===== src/design/vcom_pkg.sv =====
// Shared constants for the serial bridge link: frame, baud, register map.
// Assumes a single 20 MHz clock on both ends.
package vcom_pkg;
  localparam int CLOCK_HZ     = 20_000_000;
  localparam int BAUD_DEFAULT = 115_200;
  localparam int BAUD_MIN     = 9_600;
  localparam int BAUD_MAX     = 921_600;
  localparam int DATA_BITS    = 8;
  localparam int STOP_BITS    = 1;

  localparam logic [15:0] DIV_DEFAULT = 16'((CLOCK_HZ + BAUD_DEFAULT / 2) / BAUD_DEFAULT);
  localparam logic [15:0] DIV_MAX     = 16'(CLOCK_HZ / BAUD_MIN);
  localparam logic [15:0] DIV_MIN     = 16'((CLOCK_HZ + BAUD_MAX - 1) / BAUD_MAX);
  localparam logic [3:0]  FRAME_BITS  = 4'(DATA_BITS + STOP_BITS + 1);

  typedef enum logic [1:0] {
    HS_DISABLED = 2'b00,
    HS_RTS      = 2'b01,
    HS_CTS      = 2'b10,
    HS_RTSCTS   = 2'b11
  } handshake_type;

  localparam logic [7:0] OFS_CTRL      = 8'h00;
  localparam logic [7:0] OFS_BAUD_DIV  = 8'h04;
  localparam logic [7:0] OFS_STATUS    = 8'h08;
  localparam logic [7:0] OFS_TX_DATA   = 8'h0C;
  localparam logic [7:0] OFS_RX_USB    = 8'h10;
  localparam logic [7:0] OFS_RX_SOCKET = 8'h14;

  localparam int CTRL_SOCKET_BIT = 2;
  localparam int RX_VALID_BIT    = 8;

  localparam logic [1:0] RESP_OKAY   = 2'b00;
  localparam logic [1:0] RESP_SLVERR = 2'b10;

  // Bridge drives its ready pin in these modes
  function automatic logic drives_ready(input handshake_type mode);
    return (mode == HS_RTS) || (mode == HS_RTSCTS);
  endfunction

  // Bridge obeys the target's ready pin in these modes
  function automatic logic obeys_ready(input handshake_type mode);
    return (mode == HS_CTS) || (mode == HS_RTSCTS);
  endfunction
endpackage


===== src/design/vcom_if.sv =====
// Serial link between the target end and the bridge end.
// Assumes an idle-high pull-up on the bridge ready line when undriven.
`timescale 1ns/1ps
interface vcom_if;
  logic t2b;
  logic b2t;
  logic target_ready;
  logic pass_enable;
  logic bridge_ready_out;
  logic bridge_ready_oe_n;
  logic bridge_ready;

  // Pull-up when the bridge leaves the line undriven
  assign bridge_ready = bridge_ready_oe_n ? 1'b1 : bridge_ready_out;

  modport bridge_end (
    input  t2b,
    input  target_ready,
    input  pass_enable,
    output b2t,
    output bridge_ready_out,
    output bridge_ready_oe_n
  );

  modport target_end (
    output t2b,
    output target_ready,
    output pass_enable,
    input  b2t,
    input  bridge_ready
  );
endinterface


===== src/design/vcom_bridge.sv =====
// Bridge end: UART toward the target, AXI4-Lite registers toward software,
// two-entry receive buffer, four handshake modes, two host read paths.
// Assumes target pins are asynchronous and are synchronised here.
//
// The address map and register access over AXI4-Lite are this design's own decisions.
`timescale 1ns/1ps
module vcom_bridge
  import vcom_pkg::*;
#(
  parameter int DEPTH = 2
) (
  input  wire logic        aclk,
  input  wire logic        aresetn,
  vcom_if.bridge_end       link,
  input  wire logic [7:0]  awaddr,
  input  wire logic        awvalid,
  output logic             awready,
  input  wire logic [31:0] wdata,
  input  wire logic [3:0]  wstrb,
  input  wire logic        wvalid,
  output logic             wready,
  output logic [1:0]       bresp,
  output logic             bvalid,
  input  wire logic        bready,
  input  wire logic [7:0]  araddr,
  input  wire logic        arvalid,
  output logic             arready,
  output logic [31:0]      rdata,
  output logic [1:0]       rresp,
  output logic             rvalid,
  input  wire logic        rready
);
  import vcom_pkg::*;

  localparam int IW = (DEPTH > 1) ? $clog2(DEPTH) : 1;
  localparam int CW = $clog2(DEPTH + 1);

  handshake_type mode;
  logic          socket_path;
  logic [15:0]   baud_div;
  logic [2:0]    sync_a;
  logic [2:0]    sync_b;
  logic          line;
  logic          ready_s;
  logic          pass_s;
  logic [7:0]    tx_hold;
  logic          tx_hold_valid;
  logic          tx_start;
  logic          tx_busy;
  logic [9:0]    tx_shift;
  logic [3:0]    tx_bits;
  logic [15:0]   tx_cnt;
  logic          rx_busy;
  logic [3:0]    rx_bits;
  logic [15:0]   rx_cnt;
  logic [7:0]    rx_shift;
  logic          rx_push;
  logic [7:0]    mem [DEPTH];
  logic [IW-1:0] wr_idx;
  logic [IW-1:0] rd_idx;
  logic [CW-1:0] count;
  logic          fifo_in_ready;
  logic          fifo_out_valid;
  logic          fifo_pop;
  logic          aw_got;
  logic          w_got;
  logic [7:0]    aw_addr;
  logic [31:0]   w_data;
  logic [3:0]    w_strb;
  logic          do_write;
  logic          tx_write;
  logic [7:0]    rx_ofs;
  logic [31:0]   next_rdata;
  logic [1:0]    next_rresp;
  logic [15:0]   new_div;

  assign line    = sync_b[0];
  assign ready_s = sync_b[1];
  assign pass_s  = sync_b[2];

  always_ff @(posedge aclk) begin
    if (!aresetn) begin
      sync_a <= 3'b011;
      sync_b <= 3'b011;
    end else begin
      sync_a <= {link.pass_enable, link.target_ready, link.t2b};
      sync_b <= sync_a;
    end
  end

  // Handshake pins
  assign fifo_in_ready  = (count != CW'(DEPTH));
  assign fifo_out_valid = (count != '0);
  assign link.bridge_ready_oe_n = !drives_ready(mode);
  assign link.bridge_ready_out  = (count < CW'(DEPTH - 1));
  assign link.b2t = tx_shift[0];

  // Transmitter toward target
  assign tx_start = !tx_busy && tx_hold_valid && pass_s
                    && (!obeys_ready(mode) || ready_s);

  always_ff @(posedge aclk) begin
    if (!aresetn) begin
      tx_busy  <= 1'b0;
      tx_shift <= 10'h3FF;
      tx_bits  <= 4'h0;
      tx_cnt   <= 16'h0000;
    end else if (tx_start) begin
      tx_shift <= {1'b1, tx_hold, 1'b0};
      tx_bits  <= FRAME_BITS;
      tx_cnt   <= baud_div - 16'h0001;
      tx_busy  <= 1'b1;
    end else if (tx_busy) begin
      if (tx_cnt == 16'h0000) begin
        tx_shift <= {1'b1, tx_shift[9:1]};
        tx_bits  <= tx_bits - 4'h1;
        tx_cnt   <= baud_div - 16'h0001;
        if (tx_bits == 4'h1) begin
          tx_busy <= 1'b0;
        end
      end else begin
        tx_cnt <= tx_cnt - 16'h0001;
      end
    end
  end

  // Receiver from target, mid-bit sampling
  always_ff @(posedge aclk) begin
    if (!aresetn) begin
      rx_busy  <= 1'b0;
      rx_bits  <= 4'h0;
      rx_cnt   <= 16'h0000;
      rx_shift <= 8'h00;
      rx_push  <= 1'b0;
    end else begin
      rx_push <= 1'b0;
      if (!rx_busy) begin
        if (!line && pass_s) begin
          rx_busy <= 1'b1;
          rx_bits <= FRAME_BITS;
          rx_cnt  <= {1'b0, baud_div[15:1]};
        end
      end else if (rx_cnt != 16'h0000) begin
        rx_cnt <= rx_cnt - 16'h0001;
      end else begin
        rx_cnt  <= baud_div - 16'h0001;
        rx_bits <= rx_bits - 4'h1;
        if (rx_bits == FRAME_BITS) begin
          if (line) begin
            rx_busy <= 1'b0;
          end
        end else if (rx_bits != 4'h1) begin
          rx_shift <= {line, rx_shift[7:1]};
        end else begin
          rx_busy <= 1'b0;
          rx_push <= line;
        end
      end
    end
  end

  // Two-entry receive buffer
  always_ff @(posedge aclk) begin
    if (!aresetn) begin
      wr_idx <= '0;
      rd_idx <= '0;
      count  <= '0;
    end else begin
      if (rx_push && fifo_in_ready) begin
        wr_idx <= (wr_idx == IW'(DEPTH - 1)) ? '0 : wr_idx + IW'(1);
      end
      if (fifo_pop) begin
        rd_idx <= (rd_idx == IW'(DEPTH - 1)) ? '0 : rd_idx + IW'(1);
      end
      count <= count + CW'(rx_push && fifo_in_ready) - CW'(fifo_pop);
    end
  end

  always_ff @(posedge aclk) begin
    if (rx_push && fifo_in_ready) begin
      mem[wr_idx] <= rx_shift;
    end
  end

  // AXI4-Lite write channel
  assign awready  = !aw_got && !bvalid;
  assign wready   = !w_got && !bvalid;
  assign tx_write = (aw_addr == OFS_TX_DATA);
  assign do_write = aw_got && w_got && !bvalid && !(tx_write && tx_hold_valid);

  always_ff @(posedge aclk) begin
    if (!aresetn) begin
      aw_got  <= 1'b0;
      w_got   <= 1'b0;
      aw_addr <= 8'h00;
      w_data  <= 32'h0000_0000;
      w_strb  <= 4'h0;
      bvalid  <= 1'b0;
      bresp   <= RESP_OKAY;
    end else begin
      if (awvalid && awready) begin
        aw_got  <= 1'b1;
        aw_addr <= awaddr;
      end
      if (wvalid && wready) begin
        w_got  <= 1'b1;
        w_data <= wdata;
        w_strb <= wstrb;
      end
      if (do_write) begin
        aw_got <= 1'b0;
        w_got  <= 1'b0;
        bvalid <= 1'b1;
        bresp  <= (aw_addr == OFS_CTRL || aw_addr == OFS_BAUD_DIV || tx_write)
                  ? RESP_OKAY : RESP_SLVERR;
      end else if (bvalid && bready) begin
        bvalid <= 1'b0;
      end
    end
  end

  // Clamp divisor to the supported baud range
  assign new_div = (w_data[15:0] > DIV_MAX) ? DIV_MAX :
                   (w_data[15:0] < DIV_MIN) ? DIV_MIN : w_data[15:0];

  always_ff @(posedge aclk) begin
    if (!aresetn) begin
      mode        <= HS_DISABLED;
      socket_path <= 1'b0;
      baud_div    <= DIV_DEFAULT;
    end else if (do_write) begin
      if (aw_addr == OFS_CTRL && w_strb[0]) begin
        mode        <= handshake_type'(w_data[1:0]);
        socket_path <= w_data[CTRL_SOCKET_BIT];
      end
      if (aw_addr == OFS_BAUD_DIV && w_strb[1:0] == 2'b11) begin
        baud_div <= new_div;
      end
    end
  end

  always_ff @(posedge aclk) begin
    if (!aresetn) begin
      tx_hold_valid <= 1'b0;
      tx_hold       <= 8'h00;
    end else if (do_write && tx_write && w_strb[0]) begin
      tx_hold_valid <= 1'b1;
      tx_hold       <= w_data[7:0];
    end else if (tx_start) begin
      tx_hold_valid <= 1'b0;
    end
  end

  // AXI4-Lite read channel; only the active host path sees data
  assign rx_ofs   = socket_path ? OFS_RX_SOCKET : OFS_RX_USB;
  assign arready  = !rvalid;
  assign fifo_pop = arvalid && arready && (araddr == rx_ofs) && fifo_out_valid;

  always_comb begin
    next_rdata = 32'h0000_0000;
    next_rresp = RESP_OKAY;
    case (araddr)
      OFS_CTRL: begin
        next_rdata[1:0]             = mode;
        next_rdata[CTRL_SOCKET_BIT] = socket_path;
      end
      OFS_BAUD_DIV: begin
        next_rdata[15:0] = baud_div;
      end
      OFS_STATUS: begin
        next_rdata[6:0] = {link.bridge_ready_out, pass_s, ready_s,
                           !fifo_in_ready, fifo_out_valid, tx_busy, tx_hold_valid};
      end
      OFS_TX_DATA: begin
        next_rdata[7:0] = tx_hold;
      end
      OFS_RX_USB, OFS_RX_SOCKET: begin
        if (araddr == rx_ofs && fifo_out_valid) begin
          next_rdata[RX_VALID_BIT] = 1'b1;
          next_rdata[7:0]          = mem[rd_idx];
        end
      end
      default: begin
        next_rresp = RESP_SLVERR;
      end
    endcase
  end

  always_ff @(posedge aclk) begin
    if (!aresetn) begin
      rvalid <= 1'b0;
      rdata  <= 32'h0000_0000;
      rresp  <= RESP_OKAY;
    end else if (arvalid && arready) begin
      rvalid <= 1'b1;
      rdata  <= next_rdata;
      rresp  <= next_rresp;
    end else if (rvalid && rready) begin
      rvalid <= 1'b0;
    end
  end
endmodule


===== src/flat_wrapper.sv =====
// flat-port wrapper written by rule: the top's interface ports become plain ports
module vcom_bridge_flat import vcom_pkg::*;
#(
  parameter int DEPTH = 2
)
  (aclk, aresetn, awaddr, awvalid, awready, wdata, wstrb, wvalid, wready, bresp, bvalid, bready, araddr, arvalid, arready, rdata, rresp, rvalid, rready, link_t2b, link_target_ready, link_pass_enable, link_b2t, link_bridge_ready_out, link_bridge_ready_oe_n);
  vcom_if link_i ();
  input  wire logic aclk;
  input  wire logic aresetn;
  input  wire logic [7:0] awaddr;
  input  wire logic awvalid;
  output logic awready;
  input  wire logic [31:0] wdata;
  input  wire logic [3:0] wstrb;
  input  wire logic wvalid;
  output logic wready;
  output logic [1:0] bresp;
  output logic bvalid;
  input  wire logic bready;
  input  wire logic [7:0] araddr;
  input  wire logic arvalid;
  output logic arready;
  output logic [31:0] rdata;
  output logic [1:0] rresp;
  output logic rvalid;
  input  wire logic rready;
  input wire logic [$bits(link_i.t2b)-1:0] link_t2b;
  input wire logic [$bits(link_i.target_ready)-1:0] link_target_ready;
  input wire logic [$bits(link_i.pass_enable)-1:0] link_pass_enable;
  output wire logic [$bits(link_i.b2t)-1:0] link_b2t;
  output wire logic [$bits(link_i.bridge_ready_out)-1:0] link_bridge_ready_out;
  output wire logic [$bits(link_i.bridge_ready_oe_n)-1:0] link_bridge_ready_oe_n;
  assign link_i.t2b = link_t2b;
  assign link_i.target_ready = link_target_ready;
  assign link_i.pass_enable = link_pass_enable;
  assign link_b2t = link_i.b2t;
  assign link_bridge_ready_out = link_i.bridge_ready_out;
  assign link_bridge_ready_oe_n = link_i.bridge_ready_oe_n;
  vcom_bridge #(.DEPTH(DEPTH)) u_core (.aclk(aclk), .aresetn(aresetn), .link(link_i), .awaddr(awaddr), .awvalid(awvalid), .awready(awready), .wdata(wdata), .wstrb(wstrb), .wvalid(wvalid), .wready(wready), .bresp(bresp), .bvalid(bvalid), .bready(bready), .araddr(araddr), .arvalid(arvalid), .arready(arready), .rdata(rdata), .rresp(rresp), .rvalid(rvalid), .rready(rready));
endmodule

===== config.mk =====
export PLATFORM = sky130hd
export DESIGN_NAME = vcom_bridge_flat
export DESIGN_NICKNAME = d
export VERILOG_FILES = /design/src/design/vcom_pkg.sv /design/src/design/vcom_if.sv /design/src/design/vcom_bridge.sv /design/src/flat_wrapper.sv
export SDC_FILE = /design/constraint.sdc
export NUM_CORES = 1
export LEC_CHECK = 0
export BUFFER_PORTS_ARGS = -buffer_cell sky130_fd_sc_hd__buf_2
export CAP_MARGIN = 30
export CORE_MARGIN = 3
export CORE_UTILIZATION = 45
export CTS_BUF_LIST = sky130_fd_sc_hd__clkbuf_8
export CTS_CLUSTER_DIAMETER = 200
export DETAILED_ROUTE_END_ITERATION = 16
export PLACE_DENSITY = 0.78
export SLEW_MARGIN = 40
export SYNTH_ARGS = -nofsm -noshare
export SYNTH_HDL_FRONTEND = slang
export SYNTH_SLANG_ARGS = --single-unit

===== constraint.sdc =====
create_clock -name aclk -period 2.8 [get_ports aclk]
set_input_delay 0.56 -clock aclk [delete_from_list [all_inputs] [get_ports aclk]]
set_output_delay 0.56 -clock aclk [all_outputs]
set_load 0.01 [all_outputs]

Word level (Yosys, flattened, before mapping)
Memories as Yosys holds them, arrays and structs flattened. A register that Yosys moved wholly into a read port is not among the register bits.
Cells that the tools add are included.
{"block": "op_classes", "add_sub_neg": 9, "n_lt_le_gt_ge": 3, "n_eq_ne": 17, "mux": 48, "bitwise": 4, "reduce_logical": 60}
{"cell": "$mux 16", "count": 8}
{"cell": "$sub 16x1->16 const B", "count": 3}
{"cell": "$mux 9", "count": 4}
{"cell": "$eq 8x4->1 const B", "count": 3}
{"cell": "$mux 4", "count": 6}
{"cell": "$logic_and 1x1->1", "count": 23}
{"cell": "$mux 1", "count": 22}
{"cell": "$eq 8x3->1 const B", "count": 2}
{"cell": "$eq 8x5->1 const B", "count": 2}
{"cell": "$gt 16x12->1 const B", "count": 1}
{"cell": "$logic_not 16->1", "count": 1}
{"cell": "$logic_not 8->1", "count": 2}
{"cell": "$lt 16x5->1 const B", "count": 1}
{"cell": "$pmux 4 s4", "count": 1}
{"cell": "$reduce_bool 16->1", "count": 1}
{"cell": "$pmux 3 s5", "count": 1}
{"cell": "$reduce_bool 2->1", "count": 7}
{"cell": "$logic_not 1->1", "count": 10}
{"cell": "$reduce_and 2->1", "count": 5}
{"cell": "$eq 8x8->1", "count": 1}
{"cell": "$sub 4x1->4 const B", "count": 2}
{"cell": "$mux 7", "count": 1}
{"cell": "$eq 2x2->1 const B", "count": 3}
{"cell": "$reduce_or 2->1", "count": 3}
{"cell": "other kinds (18)", "count": 28}
{"block": "word_totals", "reg_bits": 148, "ram_bits": 16, "inputBits": 62, "output_inout_bits": 44, "wordCells": 172, "memories": 1}
{"name": "u_core.mem", "depth": 2, "word_bits": 8, "read_ports": 1, "rd_ports_with_merged_regs": 1, "write_ports": 1, "line_no": "vcom_bridge.sv:58", "rtl": "logic [7:0] mem [DEPTH];"}

Depth between registers and ports, before layout
{"block": "depth", "ltp_word": 7, "mapped_depth": 11, "mapped_depth_nobuf": 9}

Least setup slack after synthesis
OpenSTA, ideal clock, no wires.
{"block": "synth_timing", "path_kind": "input-to-reg", "startpoint": "in araddr[0]", "endpoint": "reg u_core.count[1]", "setup_ns": 0.128, "arrival_ns": 2.655, "required_ns": 2.672, "path_slack_ns": 0.018, "cell_stages": 10, "n_path_buf": 1, "cell_sequence": "or4_1 or2_2 clkbuf_1 nor3_1 ha_1 inv_1 ha_1 xor2_1 xnor2_1 nor2_1"}
{"block": "synth_between", "elab_chain_cells": 4}
{"item": "from (decl)", "line_no": "flat_wrapper.sv:20", "rtl": "input wire logic [7:0] araddr;"}
{"item": "$eq 8x8->1", "line_no": "vcom_bridge.sv:257", "rtl": "assign fifo_pop = arvalid && arready && (araddr == rx_ofs) && fifo_out_valid;"}
{"item": "$logic_and 1x1->1 (2 in a row)", "line_no": "vcom_bridge.sv:257"}
{"item": "via u_core.fifo_pop", "line_no": "vcom_bridge.sv:64", "rtl": "logic fifo_pop;"}
{"item": "$sub 2x1->2", "line_no": "vcom_bridge.sv:175", "rtl": "count <= count + CW'(rx_push && fifo_in_ready) - CW'(fifo_pop);"}
{"item": "to (signal assigned)", "line_no": "vcom_bridge.sv:175"}
{"item": "to (decl)", "line_no": "vcom_bridge.sv:61", "rtl": "logic [CW-1:0] count;"}
The timed path passes the listed nets, and every way through them passes these cells.
A chain may end at the register's enable or synchronous reset.

Final worst setup path
{"block": "layout_timing", "startpoint": "reg u_core.tx_cnt[0]", "endpoint": "reg u_core.tx_cnt[10]"}
{"block": "layout_between", "elab_chain_cells": 4, "elab_cells_between_ends": 5, "classes_between": "1 x add/sub; 3 x mux; 1 x reduce/logical"}
{"item": "from (decl)", "line_no": "vcom_bridge.sv:52", "rtl": "logic [15:0] tx_cnt;"}
{"item": "from (signal assigned)", "line_no": "vcom_bridge.sv:111", "rtl": "tx_cnt <= baud_div - 16'h0001;"}
{"item": "from (signal assigned)", "line_no": "vcom_bridge.sv:117", "rtl": "tx_cnt <= baud_div - 16'h0001;"}
{"item": "from (signal assigned)", "line_no": "vcom_bridge.sv:122", "rtl": "tx_cnt <= tx_cnt - 16'h0001;"}
{"item": "$sub 16x1->16 / $logic_not 16->1 (equally long branches)", "line_no": "vcom_bridge.sv:122, vcom_bridge.sv:114"}
{"item": "$mux 16 (*)", "line_no": "vcom_bridge.sv:114", "rtl": "if (tx_cnt == 16'h0000) begin"}
{"item": "$mux 16 (*)", "line_no": "vcom_bridge.sv:113", "rtl": "end else if (tx_busy) begin"}
{"item": "$mux 16 (*)", "line_no": "vcom_bridge.sv:108", "rtl": "end else if (tx_start) begin"}
Mark *: on every way between the ends. The rest lies on a longest branch, timed or not. The select of a mux whose other input is x is not followed.

==> parameters.txt <==
Parameter                              Value

Route
  Post-Route WL    20.4 mm
  Drt wl/cell    16.8 um
  Number of design-rule violations left by the first detailed-router iteration    781
  Final ANT Viol Nets    0
  1st-pass router iterations    5
  Post-route DRC violation count    0
  Total via count in the routed design    7016
  Per-cell via count in the routed design    5.77

STA
  Least-Margin Pin Slew    0.658 ns
  Worst slew slack as a fraction of its limit    56.1%
  Highest clock rate    388 MHz
  Endpoints failing hold    0
  Ratio of final minimum period to clock period    92.0%
  Largest clock skew in the final design    0.00870 ns
  Max-slew violation count    0
  Final setup vio count    0
  Post-route minimum period    2.58 ns
  RSZ-0062 raised after global routing    false
  Sum of negative setup slack    0 ns

Setup path
  Internal reg-to-reg setup slack    0.22 ns
  Crit-path max FO    5
  Element type at the critical path start    flop
  Kind of critical path    reg2reg
  Arrival @ worst endpoint    2.94 ns
  Endpoint required time on the critical path    3.16 ns
  Worst setup EP type    flop

Clock tree
  Sinks on Clock Net    163
  Clock-pin slew of the registers on the worst-case setup and hold paths    0.09 ns
  H-tree depth reported by CTS    4
  Setup Fix Bufs, Post-CTS    0
  Worst-Skew Late Latency    0.47 ns
  Clock Tree Root    clkbuf_8
  Number of hold buffers added after CTS    0
  Maximum count of clock buffers along a single path    2
  Number of buffers inserted during clock tree synthesis    17
  Clock tree from TritonCTS    done
  Cells resized by post-CTS repair    0

Finish
  Area occupied by registers    3420 um^2
  Final net count    1052
  Final standard cell area without fillers    8970 um^2
  Antenna Cells    0
  Multi-input gate area    4180 um^2
  Area growth, synth to finish    12.3%
  Fill cell total of the finished layout    1566
  Fraction of final layout cells with drive strength greater than 1    17.1%

Synthesis
  Cell count after synthesis    924
  Avg Synthesized Cell Area    8.64 um^2
  Count of distinct cell types in the synthesized netlist    69
  Share of the yosys chip area belonging to registers    42.9%
  Area share of the leading cell type in the synthesized netlist    36.8%
  Post-synth top flop    dfxtp_1
  Library cell occupying the most area in the post-synthesis netlist    dfxtp_1
  Combined area of all synthesized cells    7990 um^2
  FF+latch count, synth    163
  Top post-synthesis cells by area    dfxtp_1 37%, edfxtp_1 6.0%, mux2i_1 5.5%
  FFs w/ async S/R, synth    0%
  Post-synth EDFFs    16
  Yosys warning total    0

Placement
  Instance area after placement    8550 um^2
  Buffers added on ports    69
  Final Wtd Congestion    0.919
  Post-detail-place hpwl    14.6 mm

Global route
  Antenna violations before repair    0
  Pin count of the biggest net entering global routing    76
  Wire length of the first global-routing pass    33.0 mm
  Vias in the first global route    6453
  Congestion Overflow GR    0
  Overall track demand over capacity in global routing    20.6%

Run status
  Result of the run    completed

Die
  Initial core utilization    46.0%
  Die height    139 um
  Die area    19400 um^2
  Core area    17400 um^2
  Die extent in x    139 um
  Num rows    48
  Top-level port count    106

Power
  Design Power    0.00462 W
  Pwr per Cell Area    516 nW/um^2
  Peak supply drop    370 uV
  Leakage power    3.66 nW

Worst hold path
  Path type of the worst min-delay path    in2reg

Run
  Number of violations of the max-capacitance limit    0
-- final cells by class --
class	count	share of cell area, %
Multi-Input combinational cell	673	46.5
Clock buffer	17	2.61
Clock inverter	15	2.08
Inverter	25	1.05
Sequential cell	163	38.2
Timing Repair Buffer	98	6.42
Tap cell	225	3.14
-- placed cells by master, fill, tap and decap left out, types with 5 or more instances in the layout --
cell / Yosys / layout
or4_1: 12 / 12
nand4_1: 11 / 11
and2_1: 7 / 7
o32ai_1: 5 / 5
o21ai_0: 42 / 42
nor4_1: 25 / 24
xnor2_1: 14 / 14
buf_2: 0 / 69
nand2b_1: 14 / 14
inv_1: 25 / 24
mux2i_1: 44 / 44
a21oi_1: 78 / 78
mux2_2: 11 / 11
inv_6: 0 / 6
a31oi_1: 5 / 5
nand2_1: 103 / 103
a22oi_1: 9 / 9
a211oi_1: 18 / 18
nor2_1: 74 / 73
nor3_1: 25 / 24
nand3_1: 22 / 22
or2_2: 7 / 7
clkbuf_8: 0 / 17
edfxtp_1: 16 / 16
and3_1: 13 / 13
dfxtp_1: 147 / 147
or3_1: 9 / 9
xor2_1: 14 / 14
ha_1: 12 / 12
nor3b_1: 7 / 7
conb_1: 1 / 18
buf_4: 18 / 28
-- worst paths after layout --
check	startpoint	to	cells after the start
min	link_t2b	u_core.sync_a[0]	2
max reg2reg	u_core.tx_cnt[0]	u_core.tx_cnt[10]	7
max	u_core.tx_cnt[0]	u_core.tx_cnt[10]	7
min reg2reg	u_core.sync_a[0]	u_core.sync_b[0]	1
-- cells by family after synthesis --
group	synth area share, %
compound gates	16.3
flops	42.9
mux	7.06
xor+xnor	3.07
simple gates	22.9
fa+ha+maj	1.88
buf+inv	5.87
other cells	0.0469
-- stage by stage --
step           util, %  worst slack (ns)  std cells  hold WS (ns)
2_1_floorplan        -            0.0176        941         0.386
3_3_place_gp      49.2             0.102       1184         0.399
3_5_place_dp      49.2            0.0230       1184         0.405
4_1_cts           51.7             0.261       1216         0.254
5_1_grt           51.7            0.0939       1216         0.269
6_report          51.7             0.224       1216         0.270
-- cell usage after synthesis (all sizes together) (9+ instances only) --
cell type,instances
ha,12
buf,23
nand2b,14
or4,14
xnor2,14
a21oi,78
inv,25
mux2,11
nor4,26
a211oi,18
o21ai,42
nor2,74
and3,13
mux2i,44
nand3,22
clkbuf,57
nand2,103
a22oi,9
nand4,11
or3,9
edfxtp,16
xor2,14
nor3,26
dfxtp,147
-- per-layer routing --
| layer | vias up | global-route usage (%) | share of wire, % | routed length, um |
|---|---|---|---|---|
| li1 | 3409 | - | - | - |
| met4 | 0 | 8.70 | 3.2 | 648 |
| met2 | 305 | 31.9 | 46 | 9360 |
| met1 | 3253 | 28.4 | 44 | 8880 |
| met5 | - | 0 | 0 | 0 |
| met3 | 49 | 3.78 | 7.3 | 1480 |
-- worst max-delay path: stages, from the launching register on --
cell     delay, ns
dfxtp_1       0.34
inv_1         0.12
ha_1          0.22
or3b_2        0.52
or3_1         0.38
or3_1         0.34
o32a_1        0.29
o221a_2       0.26
-- where the power goes --
part,switching (W),internal (W)
registers,0.0000445,0.00239
logic,0.000236,0.000143
clock network,0.000974,0.000834
total,0.00125,0.00337
-- flip-flops by register name, indices dropped and copies added, names as in the netlist, 2 cells and up, named ones only --
name	count
u_core.baud_div	16
u_core.mem	16
u_core.rdata	16
u_core.rx_cnt	16
u_core.tx_cnt	16
u_core.w_data	16
u_core.tx_shift	9
u_core.aw_addr	8
u_core.rx_shift	8
u_core.tx_hold	8
u_core.rx_bits	4
u_core.tx_bits	4
u_core.sync_a	3
u_core.sync_b	3
u_core.count	2
u_core.mode	2
u_core.w_strb	2
Note: power is estimated with default switching activity, not from simulation.
